### config.mk
export PLATFORM = sky130hd
export DESIGN_NAME = pmx_port_mux
export DESIGN_NICKNAME = d
export VERILOG_FILES = /design/src/common/pmx_pkg.sv /design/src/rtl/pmx_port_mux.sv /design/src/rtl/pmx_sync.sv
export SDC_FILE = /design/constraint.sdc
export NUM_CORES = 1
export LEC_CHECK = 0
export ABC_CLOCK_PERIOD_IN_PS = 5000
export BUFFER_PORTS_ARGS = -buffer_cell sky130_fd_sc_hd__buf_2
export CORE_AREA = 2 2 101 84
export CTS_CLUSTER_SIZE = 12
export DETAILED_ROUTE_END_ITERATION = 7
export DIE_AREA = 0 0 103 86
export GPL_TIMING_DRIVEN = 0
export PLACE_DENSITY = 0.62
export SYNTH_ARGS = -nofsm -noshare
export SYNTH_HDL_FRONTEND = slang
export SYNTH_SLANG_ARGS = --single-unit
### constraint.sdc
create_clock -name sys_clk -period 5 [get_ports sys_clk]
set_clock_uncertainty 0.1 [all_clocks]
set_input_delay 0.75 -clock sys_clk [delete_from_list [all_inputs] [get_ports sys_clk]]
set_output_delay 0.75 -clock sys_clk [all_outputs]
set_load 0.005 [all_outputs]
### src/common/pmx_pkg.sv
// constants and types for the port 1 mii mux datapath
package pmx_pkg;

    // ========================================
    // port modes and heartbeat states
    typedef enum logic [1:0]
    {
        PMX_INT = 2'h0,
        PMX_MAC = 2'h1,
        PMX_PHY = 2'h3,
        PMX_RMII = 2'h2
    } pmx_mode_t;

    typedef enum logic [1:0]
    {
        PMX_HB_IDLE = 2'h0,
        PMX_HB_GAP = 2'h1,
        PMX_HB_BEAT = 2'h3
    } pmx_hb_t;

    // ========================================
    // clock rates
    localparam int CLK_KHZ = 250000;
    localparam int RATE10_KHZ = 2500;
    localparam int RATE100_KHZ = 25000;
    localparam int RATE200_KHZ = 50000;
    localparam logic [7:0] DIV_10 = 8'(CLK_KHZ / RATE10_KHZ);
    localparam logic [7:0] DIV_100 = 8'(CLK_KHZ / RATE100_KHZ);
    localparam logic [7:0] DIV_200 = 8'(CLK_KHZ / RATE200_KHZ);

    // ========================================
    // heartbeat timing, nominal figures inside the allowed windows
    localparam int HB_GAP_NS = 1000;
    localparam int HB_BEAT_NS = 1000;
    localparam int HB_GAP_CYC = HB_GAP_NS * CLK_KHZ / 1000000;
    localparam int HB_BEAT_CYC = HB_BEAT_NS * CLK_KHZ / 1000000;
    localparam logic [8:0] HB_GAP_CNT = 9'(HB_GAP_CYC - 1);
    localparam logic [8:0] HB_BEAT_CNT = 9'(HB_BEAT_CYC - 1);

    // ========================================
    // drive strength codes and synchronised pin bus layout
    localparam logic DRV_12MA = 1'b0;
    localparam logic DRV_16MA = 1'b1;
    localparam int SB_W = 10;
    localparam int SB_DV = 4;
    localparam int SB_ER = 5;
    localparam int SB_COL = 6;
    localparam int SB_CRS = 7;
    localparam int SB_OCK = 8;
    localparam int SB_ICK = 9;
    localparam logic [3:0] MSK_MII = 4'hf;
    localparam logic [3:0] MSK_RMII = 4'h3;

endpackage : pmx_pkg

### src/rtl/pmx_port_mux.sv
// port 1 mii mux datapath: internal, mii mac, mii phy and rmii phy modes
//
// How it works
// - internal mode wires switch mac to internal phy
// - mac mode drives pins, takes inputs from pins
// - phy mode makes clocks, carrier and collision
// - isolate tristates pins bar the rmii ref out, and ignores mac inputs in phy
// - turbo raises emulated phy rate from 100 to 200
// - with turbo, speed bit picks 10 or 200
// - turbo at 200 clock strength follows control, else 12ma outside rmii ref out
// - heartbeat pulse after tx end, 10 half duplex
// - heartbeat disable suppresses the heartbeat pulse
// - external collision test echoes mac transmit
// - switch collision test echoes switch transmit
// - external loopback returns mac data to pins
// - external loopback collision only from test bit
// - external loopback carrier from mac transmit only
// - switch loopback returns switch data internally
// - switch loopback collision test, carrier from switch
// - rmii uses two data bits, valids, ref clock
// - rmii clock direction picks pin or internal ref
// - rmii output ref strength follows strength control
// - rmii never makes heartbeat
// - rmii ignores external collision test
`timescale 1ns/1ps
`default_nettype none

module pmx_port_mux (
    input wire logic sys_clk,
    input wire logic rst,
    // configuration
    input wire logic [1:0] cfg_mode,
    input wire logic cfg_isolate,
    input wire logic cfg_turbo,
    input wire logic cfg_speed_lsb,
    input wire logic cfg_full_duplex,
    input wire logic cfg_clk_strength,
    input wire logic heartbeat_disable,
    input wire logic cfg_col_test,
    input wire logic cfg_sw_col_test,
    input wire logic cfg_loopback,
    input wire logic cfg_sw_loopback,
    input wire logic cfg_rmii_clk_dir,
    // switch fabric mac
    input wire logic [3:0] sw_tx_data,
    input wire logic sw_tx_en,
    output logic [3:0] sw_rx_data,
    output logic sw_rx_dv,
    output logic sw_rx_er,
    output logic sw_col,
    output logic sw_crs,
    output logic sw_rx_clk,
    output logic sw_tx_clk,
    // internal phy
    output logic [3:0] iphy_tx_data,
    output logic iphy_tx_en,
    input wire logic [3:0] iphy_rx_data,
    input wire logic iphy_rx_dv,
    input wire logic iphy_rx_er,
    input wire logic iphy_col,
    input wire logic iphy_crs,
    input wire logic iphy_rx_clk,
    input wire logic iphy_tx_clk,
    // pins
    output logic [3:0] port_tx_data_out,
    output logic port_tx_valid_out,
    output logic port_tx_oe,
    input wire logic [3:0] port_rx_data_in,
    input wire logic port_rx_valid_in,
    input wire logic port_rx_error_in,
    input wire logic port_collision_pin_i,
    output logic port_collision_pin_o,
    output logic port_collision_pin_oe,
    input wire logic port_carrier_pin_i,
    output logic port_carrier_pin_o,
    output logic port_carrier_pin_oe,
    input wire logic port_out_clock_pin_i,
    output logic port_out_clock_pin_o,
    output logic port_out_clock_pin_oe,
    input wire logic port_in_clock_pin_i,
    output logic port_in_clock_pin_o,
    output logic port_in_clock_pin_oe,
    output logic clk_strength_16ma
);

    // ========================================
    // pin synchronisers
    logic [pmx_pkg::SB_W-1:0] pin_raw;
    logic [pmx_pkg::SB_W-1:0] pin_s;

    assign pin_raw = {port_in_clock_pin_i, port_out_clock_pin_i,
                      port_carrier_pin_i, port_collision_pin_i,
                      port_rx_error_in, port_rx_valid_in,
                      port_rx_data_in};

    pmx_sync #(.W(pmx_pkg::SB_W)) u_sync (
        .sys_clk(sys_clk),
        .rst(rst),
        .d(pin_raw),
        .q(pin_s)
    );

    // ========================================
    // mode decode
    pmx_pkg::pmx_mode_t mode;
    wire is_int;
    wire is_mac;
    wire is_phy;
    wire is_rmii;
    wire phy_any;
    wire iso;
    wire sw_lb;
    wire ext_lb;
    wire normal;
    wire turbo_rate;
    wire slow_rate;
    wire [3:0] msk;

    assign mode = pmx_pkg::pmx_mode_t'(cfg_mode);
    assign is_int = mode == pmx_pkg::PMX_INT;
    assign is_mac = mode == pmx_pkg::PMX_MAC;
    assign is_phy = mode == pmx_pkg::PMX_PHY;
    assign is_rmii = mode == pmx_pkg::PMX_RMII;
    assign phy_any = is_phy | is_rmii;
    assign iso = phy_any & cfg_isolate;
    // switch loopback wins when both loopbacks are set
    assign sw_lb = phy_any & cfg_sw_loopback;
    assign ext_lb = phy_any & cfg_loopback & ~sw_lb;
    assign normal = ~sw_lb & ~ext_lb;
    assign turbo_rate = is_phy & cfg_turbo & cfg_speed_lsb;
    assign slow_rate = is_phy & ~cfg_speed_lsb;
    assign msk = is_rmii ? pmx_pkg::MSK_RMII : pmx_pkg::MSK_MII;

    // ========================================
    // inputs from the external mac, blanked when isolated
    wire ext_tx;
    wire ext_er;
    wire [3:0] ext_d;

    assign ext_tx = pin_s[pmx_pkg::SB_DV] & ~iso;
    assign ext_er = pin_s[pmx_pkg::SB_ER] & ~iso;
    assign ext_d = iso ? 4'h0 : (pin_s[3:0] & msk);

    // ========================================
    // emulated phy clock divider
    logic [7:0] div_cnt_r;
    logic [7:0] div_cnt_nxt;
    logic div_clk_r;
    logic div_clk_nxt;
    wire [7:0] div_per;

    // rmii reference and turbo share the 50 MHz divide
    assign div_per = (is_rmii | turbo_rate) ? pmx_pkg::DIV_200 :
                     slow_rate ? pmx_pkg::DIV_10 : pmx_pkg::DIV_100;
    // a shortened period after a rate change wraps at once
    assign div_cnt_nxt = (div_cnt_r >= div_per - 8'h01) ? 8'h00 :
                         div_cnt_r + 8'h01;
    assign div_clk_nxt = div_cnt_nxt < (div_per >> 1);

    always_ff @(posedge sys_clk or posedge rst)
    begin
        if (rst)
        begin
            div_cnt_r <= 8'h00;
            div_clk_r <= 1'b0;
        end
        else
        begin
            div_cnt_r <= div_cnt_nxt;
            div_clk_r <= div_clk_nxt;
        end
    end

    // rmii reference: sampled pin or own divider
    wire ref_clk;
    assign ref_clk = cfg_rmii_clk_dir ? div_clk_r :
                     pin_s[pmx_pkg::SB_OCK];

    // ========================================
    // heartbeat sequencer
    pmx_pkg::pmx_hb_t hb_st_r;
    pmx_pkg::pmx_hb_t hb_st_nxt;
    logic [8:0] hb_cnt_r;
    logic [8:0] hb_cnt_nxt;
    logic ext_tx_d_r;
    wire hb_ok;
    wire ext_fall;
    wire hb_beat;

    // rmii never qualifies, so the disable bit is moot there
    assign hb_ok = is_phy & slow_rate & ~cfg_full_duplex &
                   ~heartbeat_disable;
    assign ext_fall = ext_tx_d_r & ~ext_tx;
    assign hb_beat = hb_st_r == pmx_pkg::PMX_HB_BEAT;

    always_comb
    begin
        hb_st_nxt = hb_st_r;
        hb_cnt_nxt = hb_cnt_r;
        case (hb_st_r)
            pmx_pkg::PMX_HB_IDLE:
            begin
                if (ext_fall)
                begin
                    hb_st_nxt = pmx_pkg::PMX_HB_GAP;
                    hb_cnt_nxt = pmx_pkg::HB_GAP_CNT;
                end
            end
            pmx_pkg::PMX_HB_GAP:
            begin
                if (hb_cnt_r == 9'h000)
                begin
                    hb_st_nxt = pmx_pkg::PMX_HB_BEAT;
                    hb_cnt_nxt = pmx_pkg::HB_BEAT_CNT;
                end
                else
                begin
                    hb_cnt_nxt = hb_cnt_r - 9'h001;
                end
            end
            pmx_pkg::PMX_HB_BEAT:
            begin
                if (hb_cnt_r == 9'h000)
                begin
                    hb_st_nxt = pmx_pkg::PMX_HB_IDLE;
                end
                else
                begin
                    hb_cnt_nxt = hb_cnt_r - 9'h001;
                end
            end
            default:
            begin
                hb_st_nxt = pmx_pkg::PMX_HB_IDLE;
            end
        endcase
        if (!hb_ok)
        begin
            hb_st_nxt = pmx_pkg::PMX_HB_IDLE;
        end
    end

    always_ff @(posedge sys_clk or posedge rst)
    begin
        if (rst)
        begin
            hb_st_r <= pmx_pkg::PMX_HB_IDLE;
            hb_cnt_r <= 9'h000;
            ext_tx_d_r <= 1'b0;
        end
        else
        begin
            hb_st_r <= hb_st_nxt;
            hb_cnt_r <= hb_cnt_nxt;
            ext_tx_d_r <= ext_tx;
        end
    end

    // ========================================
    // pin side next values
    wire [3:0] ptx_d_nxt;
    wire ptx_v_nxt;
    wire ptx_oe_nxt;
    wire pcol_nxt;
    wire pcrs_nxt;
    wire phy_oe_nxt;
    wire ock_oe_nxt;
    wire drv_nxt;

    assign ptx_d_nxt = is_mac ? sw_tx_data :
                       ext_lb ? ext_d :
                       (phy_any & ~sw_lb) ? (sw_tx_data & msk) :
                       4'h0;
    assign ptx_v_nxt = is_mac ? sw_tx_en :
                       ext_lb ? ext_tx :
                       (phy_any & ~sw_lb) & sw_tx_en;
    assign ptx_oe_nxt = is_mac | (phy_any & ~cfg_isolate);
    // switch side traffic never reaches the pins in either loopback
    assign pcol_nxt = is_phy & ((cfg_col_test & ext_tx) |
                      (normal & ~cfg_full_duplex & ext_tx & sw_tx_en) |
                      (~ext_lb & hb_beat));
    assign pcrs_nxt = is_phy & (ext_tx | (normal & sw_tx_en));
    assign phy_oe_nxt = is_phy & ~cfg_isolate;
    // the rmii reference keeps running under isolate: others clock from it
    assign ock_oe_nxt = phy_oe_nxt | (is_rmii & cfg_rmii_clk_dir);
    assign drv_nxt = (turbo_rate | (is_rmii & cfg_rmii_clk_dir)) ?
                     cfg_clk_strength : pmx_pkg::DRV_12MA;

    always_ff @(posedge sys_clk or posedge rst)
    begin
        if (rst)
        begin
            port_tx_data_out <= 4'h0;
            port_tx_valid_out <= 1'b0;
            port_tx_oe <= 1'b0;
            port_collision_pin_o <= 1'b0;
            port_collision_pin_oe <= 1'b0;
            port_carrier_pin_o <= 1'b0;
            port_carrier_pin_oe <= 1'b0;
            port_out_clock_pin_o <= 1'b0;
            port_out_clock_pin_oe <= 1'b0;
            port_in_clock_pin_o <= 1'b0;
            port_in_clock_pin_oe <= 1'b0;
            clk_strength_16ma <= pmx_pkg::DRV_12MA;
        end
        else
        begin
            port_tx_data_out <= ptx_d_nxt;
            port_tx_valid_out <= ptx_v_nxt;
            port_tx_oe <= ptx_oe_nxt;
            port_collision_pin_o <= pcol_nxt;
            port_collision_pin_oe <= phy_oe_nxt;
            port_carrier_pin_o <= pcrs_nxt;
            port_carrier_pin_oe <= phy_oe_nxt;
            port_out_clock_pin_o <= div_clk_nxt;
            port_out_clock_pin_oe <= ock_oe_nxt;
            port_in_clock_pin_o <= div_clk_nxt;
            port_in_clock_pin_oe <= phy_oe_nxt;
            clk_strength_16ma <= drv_nxt;
        end
    end

    // ========================================
    // switch side next values
    wire [3:0] srx_d_nxt;
    wire srx_dv_nxt;
    wire srx_er_nxt;
    wire scol_nxt;
    wire scrs_nxt;
    wire srxc_nxt;
    wire stxc_nxt;
    wire phy_clk;

    assign phy_clk = is_rmii ? ref_clk : div_clk_r;
    assign srx_d_nxt = is_int ? iphy_rx_data :
                       is_mac ? pin_s[3:0] :
                       sw_lb ? sw_tx_data :
                       (phy_any & normal) ? ext_d : 4'h0;
    assign srx_dv_nxt = is_int ? iphy_rx_dv :
                        is_mac ? pin_s[pmx_pkg::SB_DV] :
                        sw_lb ? sw_tx_en :
                        phy_any & normal & ext_tx;
    assign srx_er_nxt = is_int ? iphy_rx_er :
                        is_mac ? pin_s[pmx_pkg::SB_ER] :
                        phy_any & normal & ext_er;
    // collision test ignores isolate on purpose
    assign scol_nxt = is_int ? iphy_col :
                      is_mac ? pin_s[pmx_pkg::SB_COL] :
                      (cfg_sw_col_test & sw_tx_en) |
                      (is_phy & normal & ~cfg_full_duplex &
                       ext_tx & sw_tx_en);
    assign scrs_nxt = is_int ? iphy_crs :
                      is_mac ? pin_s[pmx_pkg::SB_CRS] :
                      sw_tx_en | (normal & ext_tx);
    assign srxc_nxt = is_int ? iphy_rx_clk :
                      is_mac ? pin_s[pmx_pkg::SB_ICK] : phy_clk;
    assign stxc_nxt = is_int ? iphy_tx_clk :
                      is_mac ? pin_s[pmx_pkg::SB_OCK] : phy_clk;

    always_ff @(posedge sys_clk or posedge rst)
    begin
        if (rst)
        begin
            sw_rx_data <= 4'h0;
            sw_rx_dv <= 1'b0;
            sw_rx_er <= 1'b0;
            sw_col <= 1'b0;
            sw_crs <= 1'b0;
            sw_rx_clk <= 1'b0;
            sw_tx_clk <= 1'b0;
            iphy_tx_data <= 4'h0;
            iphy_tx_en <= 1'b0;
        end
        else
        begin
            sw_rx_data <= srx_d_nxt;
            sw_rx_dv <= srx_dv_nxt;
            sw_rx_er <= srx_er_nxt;
            sw_col <= scol_nxt;
            sw_crs <= scrs_nxt;
            sw_rx_clk <= srxc_nxt;
            sw_tx_clk <= stxc_nxt;
            iphy_tx_data <= is_int ? sw_tx_data : 4'h0;
            iphy_tx_en <= is_int & sw_tx_en;
        end
    end

    // ========================================
    // assertions
    localparam int HB_G = pmx_pkg::HB_GAP_CYC;
    localparam int HB_B = pmx_pkg::HB_BEAT_CYC;
endmodule : pmx_port_mux

`default_nettype wire

### src/rtl/pmx_sync.sv
// two flip-flop synchroniser for pin inputs
`timescale 1ns/1ps
`default_nettype none

module pmx_sync #(
    parameter int W = 1
) (
    input wire logic sys_clk,
    input wire logic rst,
    input wire logic [W-1:0] d,
    output logic [W-1:0] q
);

    // first stage is read only by the second stage
    logic [W-1:0] meta_r;

    always_ff @(posedge sys_clk or posedge rst)
    begin
        if (rst)
        begin
            meta_r <= '0;
            q <= '0;
        end
        else
        begin
            meta_r <= d;
            q <= meta_r;
        end
    end

endmodule : pmx_sync

`default_nettype wire
# == Word-level counts from Yosys, hierarchy flattened ==
# Index checks and enable logic that the tools add are counted.
# word_totals
regBits,67
out_inout_bits,30
# op_classes
bitwise_logic,57
eq_ne,10
n_mux,40
add_sub_neg,3
magnitude_cmp,2
reduce_logical,6
# ops
operator,n
two-way mux 4 bit,10
bitwise AND 1 bit,37
two-way mux 9 bit,3
one-hot mux 9 bit (3 select lines),1
two-way mux 1 bit,18
two-way mux 7 bit,2
OR 1 bit,10
zero test 9 bit,1
subtractor 9 x 1 -> 9 bit (second input constant),1
adder 8 x 1 -> 8 bit (second input constant),1
bitwise AND 4 bit,2
greater-or-equal comparator 8 bit,1
less-than comparator 8 x 6 -> 1 bit,1
two-way mux 2 bit,4
two-way mux 8 bit,1
inverter 1 bit,8
subtractor 7 x 1 -> 8 bit (second input constant),1
== test 2 bit (second input constant),3
inequality test 3 bit (second input constant),2
one-hot mux 2 bit (3 select lines),1
AND reduction 3 bit,2
== test 2 x 1 -> 1 bit (second input constant),2
zero test 2 bit,2
inequality test 2 bit (second input constant),2
other kinds (2),2

# == Logic depth before layout (Yosys ltp) ==
# logic_depth
ltp_word,14
depth_mapped,17
mapped_depth_nobuf,15

# == Hierarchy ==
# Synthesis repeated with hierarchy kept, for this count alone.
# hier_totals
cells_unflattened,281
hier_area_um2,3083.0
# by_module_without_submodules
module,area_per_inst_um2,n_inst,cells_per_inst
pmx_port_mux,2578.7,1,260
pmx_sync,504.2,1,21

# == Worst setup path after synthesis ==
# Ideal clock, no wire load.
# synth_timing
kind,input -> register
from,input port cfg_mode[1]
to,register port_in_clock_pin_o
setup_slack_ns,1.451
t_arrival_ns,3.385
path_stages,14
setup_ns,0.064
n_path_buf,3
path_cell_list,buf_6 > buf_2 > clkbuf_1 > nand2_1 > ha_1 > a31o_2 > a211oi_1 > o21ai_1 > nor2_1 > ha_1 > a31o_2 > a21oi_1 > o21ai_0 > o21ba_2
# synth_between
elab_chain_len,9
word_cells_on_any_way,12
# synth_rtl
item,line,source
"start, declared",pmx_port_mux.sv:32,"input wire logic [1:0] cfg_mode,"
== test 2 bit,pmx_port_mux.sv:122,assign is_phy = mode == pmx_pkg::PMX_PHY;
bitwise AND 1 bit (2 in a row),pmx_port_mux.sv:130,assign turbo_rate = is_phy & cfg_turbo & cfg_speed_lsb;
OR 1 bit,pmx_port_mux.sv:153,assign div_per = (is_rmii | turbo_rate) ? pmx_pkg::DIV_200 :
two-way mux 7 bit (*),pmx_port_mux.sv:153,
subtractor 7 x 1 -> 8 bit (*),pmx_port_mux.sv:156,assign div_cnt_nxt = (div_cnt_r >= div_per - 8'h01) ? 8'h00 :
greater-or-equal comparator 8 bit (*),pmx_port_mux.sv:156,
two-way mux 8 bit (*),pmx_port_mux.sv:156,
named net div_cnt_nxt[2],pmx_port_mux.sv:147,logic [7:0] div_cnt_nxt;
less-than comparator 8 x 6 -> 1 bit (*),pmx_port_mux.sv:158,assign div_clk_nxt = div_cnt_nxt < (div_per >> 1);
named net div_clk_nxt,pmx_port_mux.sv:149,logic div_clk_nxt;
"end signal, assigned",pmx_port_mux.sv:317,port_in_clock_pin_o <= div_clk_nxt;
"end, declared",pmx_port_mux.sv:81,"output logic port_in_clock_pin_o,"
# Mark *: on every way through the listed nets, which the timed path passes. The rest lies on a longest branch.
# A chain may end at the register's enable or synchronous reset.

# == Worst setup path in the final report ==
# layout_timing
from,input port cfg_mode[0]
to,register port_in_clock_pin_o
# Same word-level chain as after synthesis.

==> results_tabular.tex <==
\begin{tabular}{lr}
\hline
Metric & Value \\
\hline
\multicolumn{2}{l}{\textbf{Outcome}} \\
\quad Result of the run & finished, final reports clean \\
\multicolumn{2}{l}{\textbf{Drt}} \\
\quad Residual antenna-violating net count after detailed routing & 0 \\
\quad Via-to-Cell Ratio & 4.97 \\
\quad Total length of routed wires & 6860 µm \\
\quad Number of remaining DRC errors & 0 \\
\quad Drt pass-1 iters & 4 \\
\quad Number of vias in the routed layout & 2359 \\
\quad Routed wire length per instance & 14.4 µm \\
\quad DRC marker count from the first detailed-route iteration & 115 \\
\multicolumn{2}{l}{\textbf{Global route}} \\
\quad Initial antenna violation count & 0 \\
\quad Total gr overflow & 0 \\
\quad First-pass GRT wire length & 11200 µm \\
\quad Overall fraction of global-route tracks in use & 0.167 \\
\quad Vias in the first global route & 2291 \\
\quad Maximum number of pins on one net before global-route repair & 37 \\
\multicolumn{2}{l}{\textbf{Clock tree}} \\
\quad Total CTS buffers & 9 \\
\quad Clk\_lat worst skew & 0.34 ns \\
\quad Number of post-CTS setup repair buffers & 0 \\
\quad Quantity of hold-fixing buffers added after cts & 0 \\
\quad Number of cells upsized or downsized after cts & 0 \\
\quad Clock-pin slew of the registers on the worst-case setup and hold paths & 0.08 ns \\
\quad H-tree levels & 3 \\
\quad Clock tree from TritonCTS & built \\
\quad CTS Root Buffer Type & sky130\_fd\_sc\_hd\_\_clkbuf\_8 \\
\quad Number of clock sinks & 67 \\
\quad Clk buf depth & 2 \\
\multicolumn{2}{l}{\textbf{Logic synthesis}} \\
\quad Unique masters post-synth & 52 \\
\quad Top FF cell, synth & sky130\_fd\_sc\_hd\_\_dfrtp\_1 \\
\quad Area of the mapped netlist & 3060 µm² \\
\quad Average cell area after synthesis & 10.9 µm² \\
\quad Number of warnings printed during yosys synthesis & 0 \\
\quad Synthesized instance count & 281 \\
\quad Number of storage elements in the synthesis netlist & 67 \\
\quad Number of enable flip-flop cells after synthesis & 0 \\
\quad Part of the Yosys area used for sequential elements & 0.548 \\
\quad Async set-or-reset flop fraction in the synthesized netlist & 1.00 \\
\multicolumn{2}{l}{\textbf{Timing}} \\
\quad Setup TNS Final & 0 ns \\
\quad Pins Over Slew Limit & 0 \\
\quad Actual transition at the worst max-transition pin & 0.662 ns \\
\quad Portion of the clock cycle consumed by the worst path in the final layout & 0.773 \\
\quad RSZ-0062 raised after global routing & no \\
\quad Max-Slew Margin vs Limit & 0.558 \\
\quad Final Hold Vio Count & 0 \\
\quad Clock period minus worst slack & 3.87 ns \\
\quad Finish-stage setup viols & 0 \\
\quad Highest attainable clock frequency & 0.259 GHz \\
\multicolumn{2}{l}{\textbf{Pwr}} \\
\quad Static Leak & 1.78 nW \\
\quad Power per cell area & 405 nW/µm² \\
\quad Worst vdd rail ir drop & 0.000240 V \\
\multicolumn{2}{l}{\textbf{Finish}} \\
\quad Utilization of the core after routing & 0.488 \\
\quad Layout Nets & 416 \\
\quad Final non-filler cell area & 3790 µm² \\
\quad Post-layout instance count excluding filler cells & 475 \\
\quad Layout cells sized above 1 & 0.289 \\
\quad Number of antenna diodes & 0 \\
\quad Layout overhead on the synthesized area & 23.7\% \\
\multicolumn{2}{l}{\textbf{Floorplan}} \\
\quad Starting density of the core & 0.394 \\
\quad Vertical die dimension & 86 µm \\
\quad Area of the core & 7760 µm² \\
\quad Die outline width & 103 µm \\
\quad Core Rows & 29 \\
\quad Number of I/O pins & 70 \\
\quad Area of the die & 8860 µm² \\
\multicolumn{2}{l}{\textbf{Worst setup path}} \\
\quad Required @ worst endpoint & 5.17 ns \\
\quad Data arrival time of the worst path & 4.04 ns \\
\quad Critical path capture point type & register \\
\quad Critical Path Fanout Max & 10 \\
\quad Startpoint-to-endpoint class of the critical path & in -> reg \\
\quad Startpoint Class & input pin \\
\multicolumn{2}{l}{\textbf{Placed design}} \\
\quad Routability congestion estimate & 0.801 \\
\quad Placed Instances & 459 \\
\quad Buffers on Ports & 68 \\
\quad Instance area after placement & 3560 µm² \\
\quad Total half-perimeter wirelength after legalization and detailed placement & 5020 µm \\
\multicolumn{2}{l}{\textbf{Worst hold path}} \\
\quad Hold WC Path Type & reg -> reg \\
\multicolumn{2}{l}{\textbf{Flow run}} \\
\quad Maxcap violations & 0 \\
\hline
\end{tabular}
==> layout by cell type (no fill, tap or decap), types with 3 or more instances in the layout <==
cell	count
sky130_fd_sc_hd__inv_1	8
sky130_fd_sc_hd__xnor2_1	3
sky130_fd_sc_hd__nor2b_1	8
sky130_fd_sc_hd__clkbuf_8	10
sky130_fd_sc_hd__nand2_1	20
sky130_fd_sc_hd__nand2b_1	4
sky130_fd_sc_hd__a32o_1	4
sky130_fd_sc_hd__a211oi_1	7
sky130_fd_sc_hd__buf_4	4
sky130_fd_sc_hd__mux2i_1	3
sky130_fd_sc_hd__nor3_1	6
sky130_fd_sc_hd__clkbuf_1	3
sky130_fd_sc_hd__ha_1	14
sky130_fd_sc_hd__a31oi_1	7
sky130_fd_sc_hd__o21ai_0	7
sky130_fd_sc_hd__buf_2	71
sky130_fd_sc_hd__a21oi_1	27
sky130_fd_sc_hd__xor2_1	7
sky130_fd_sc_hd__and2_1	6
sky130_fd_sc_hd__nand4_1	3
sky130_fd_sc_hd__mux2_2	3
sky130_fd_sc_hd__nand3_1	7
sky130_fd_sc_hd__nor2_1	23
sky130_fd_sc_hd__dfrtp_1	67
==> synth_stat cells, types with 2 or more instances <==
library cell / instances / area share
sky130_fd_sc_hd__dfrtp_1: 67 / 0.55
sky130_fd_sc_hd__a21oi_1: 27 / 0.044
sky130_fd_sc_hd__nor2_1: 23 / 0.028
sky130_fd_sc_hd__nand2_1: 20 / 0.025
sky130_fd_sc_hd__ha_1: 14 / 0.057
sky130_fd_sc_hd__inv_1: 9 / 0.011
sky130_fd_sc_hd__nor2b_1: 8 / 0.016
sky130_fd_sc_hd__a211oi_1: 7 / 0.017
sky130_fd_sc_hd__a31oi_1: 7 / 0.014
sky130_fd_sc_hd__nand3_1: 7 / 0.011
sky130_fd_sc_hd__o21ai_0: 7 / 0.011
sky130_fd_sc_hd__xor2_1: 7 / 0.020
sky130_fd_sc_hd__and2_1: 6 / 0.012
sky130_fd_sc_hd__nor3_1: 6 / 0.0098
sky130_fd_sc_hd__a32o_1: 4 / 0.013
sky130_fd_sc_hd__buf_4: 4 / 0.0098
sky130_fd_sc_hd__nand2b_1: 4 / 0.0082
sky130_fd_sc_hd__buf_2: 3 / 0.0049
sky130_fd_sc_hd__clkbuf_1: 3 / 0.0037
sky130_fd_sc_hd__mux2_2: 3 / 0.011
sky130_fd_sc_hd__mux2i_1: 3 / 0.0098
sky130_fd_sc_hd__nand4_1: 3 / 0.0061
sky130_fd_sc_hd__xnor2_1: 3 / 0.0086
sky130_fd_sc_hd__a21boi_0: 2 / 0.0049
sky130_fd_sc_hd__a22oi_1: 2 / 0.0049
sky130_fd_sc_hd__a31o_2: 2 / 0.0057
sky130_fd_sc_hd__nor4b_1: 2 / 0.0057
sky130_fd_sc_hd__o21a_1: 2 / 0.0049
sky130_fd_sc_hd__o21ai_1: 2 / 0.0033
sky130_fd_sc_hd__o31ai_1: 2 / 0.0049
==> final cells by class <==
class	instances	area, µm²
Fill cell	751	3980
Sequential cell	67	1680
Multi-Input combinational cell	194	1280
Timing Repair Buffer	69	360
Clock buffer	10	138
Tap cell	108	135
Clock inverter	6	88.8
Buffer	12	71.3
Inverter	9	33.8
==> power breakdown <==
| group | internal [mW] | switching, mW | total (mW) |
|---|---|---|---|
| clock network | 0.294 | 0.210 | 0.505 |
| registers | 0.597 | 0.0607 | 0.658 |
| logic | 0.180 | 0.192 | 0.372 |
| total | 1.07 | 0.463 | 1.53 |
==> worst max-delay path: stages <==
cell                       delay, ns
sky130_fd_sc_hd__buf_2          0.10
sky130_fd_sc_hd__buf_4          0.17
sky130_fd_sc_hd__buf_2          0.24
sky130_fd_sc_hd__buf_2          0.27
sky130_fd_sc_hd__nand2_1        0.09
sky130_fd_sc_hd__nand2_1        0.08
sky130_fd_sc_hd__ha_1           0.24
sky130_fd_sc_hd__a31o_2         0.25
sky130_fd_sc_hd__a211oi_1       0.32
sky130_fd_sc_hd__o21ai_1        0.30
sky130_fd_sc_hd__nor2_1         0.24
sky130_fd_sc_hd__ha_1           0.29
sky130_fd_sc_hd__a31o_2         0.26
sky130_fd_sc_hd__a21oi_1        0.12
sky130_fd_sc_hd__o21ai_0        0.08
sky130_fd_sc_hd__o21ba_2        0.24
==> per-layer routing <==
metal  track usage  vias up  part of all wire
met5             0        -                 0
met4        0.0478        0            0.0064
met3        0.0603        6             0.063
met2         0.241       64              0.45
met1         0.235     1127              0.48
li1              -     1162                 -
==> state kept, by name, indices dropped and copies added, names as in the netlist, 2 cells and up <==
signal / flops
div_cnt_r: 8
hb_st_r: 2
u_sync.meta_r: 10
iphy_tx_data: 4
hb_cnt_r: 9
port_tx_data_out: 4
sw_rx_data: 4
u_sync.q: 10
==> kinds of logic (layout without fill, tap and decap cells) <==
group	count (synthesis)	after routing	synth area share
AO/OA/AOI/OAI	73	73	0.159
XOR/XNOR	10	10	0.0286
adder cells (fa/ha/maj)	14	14	0.0572
buffers and inverters	21	106	0.0343
flip-flops	67	67	0.548
multiplexers	6	6	0.0208
other	1	2	0.00123
AND/OR/NAND/NOR	89	89	0.151
==> path summary, 6_finish.rpt <==
path	end	start	slack (ns)	depth (start not counted)
worst max-delay path	port_in_clock_pin_o	cfg_mode[0]	1.13	16
worst min-delay path	u_sync.q[4]	u_sync.meta_r[4]	0.25	0
worst max register to register	port_in_clock_pin_o	div_cnt_r[1]	1.86	11
worst min register to register	u_sync.q[4]	u_sync.meta_r[4]	0.25	0
max in group asynchronous	port_out_clock_pin_oe	rst	3.79	3
min in group asynchronous	sw_rx_data[0]	rst	0.40	2
==> per-stage QoR <==
stage | power (mW) | worst slack, ns | hold slack, ns
floorplan | 0.912 | 1.45 | 0.231
global placement | 1.02 | 0.749 | 0.231
detailed placement | 1.04 | 0.770 | 0.235
CTS | 1.55 | 1.10 | 0.252
global route | 1.63 | 0.951 | 0.257
finish | 1.53 | 1.13 | 0.249
Note: power is estimated with default switching activity, not from simulation.
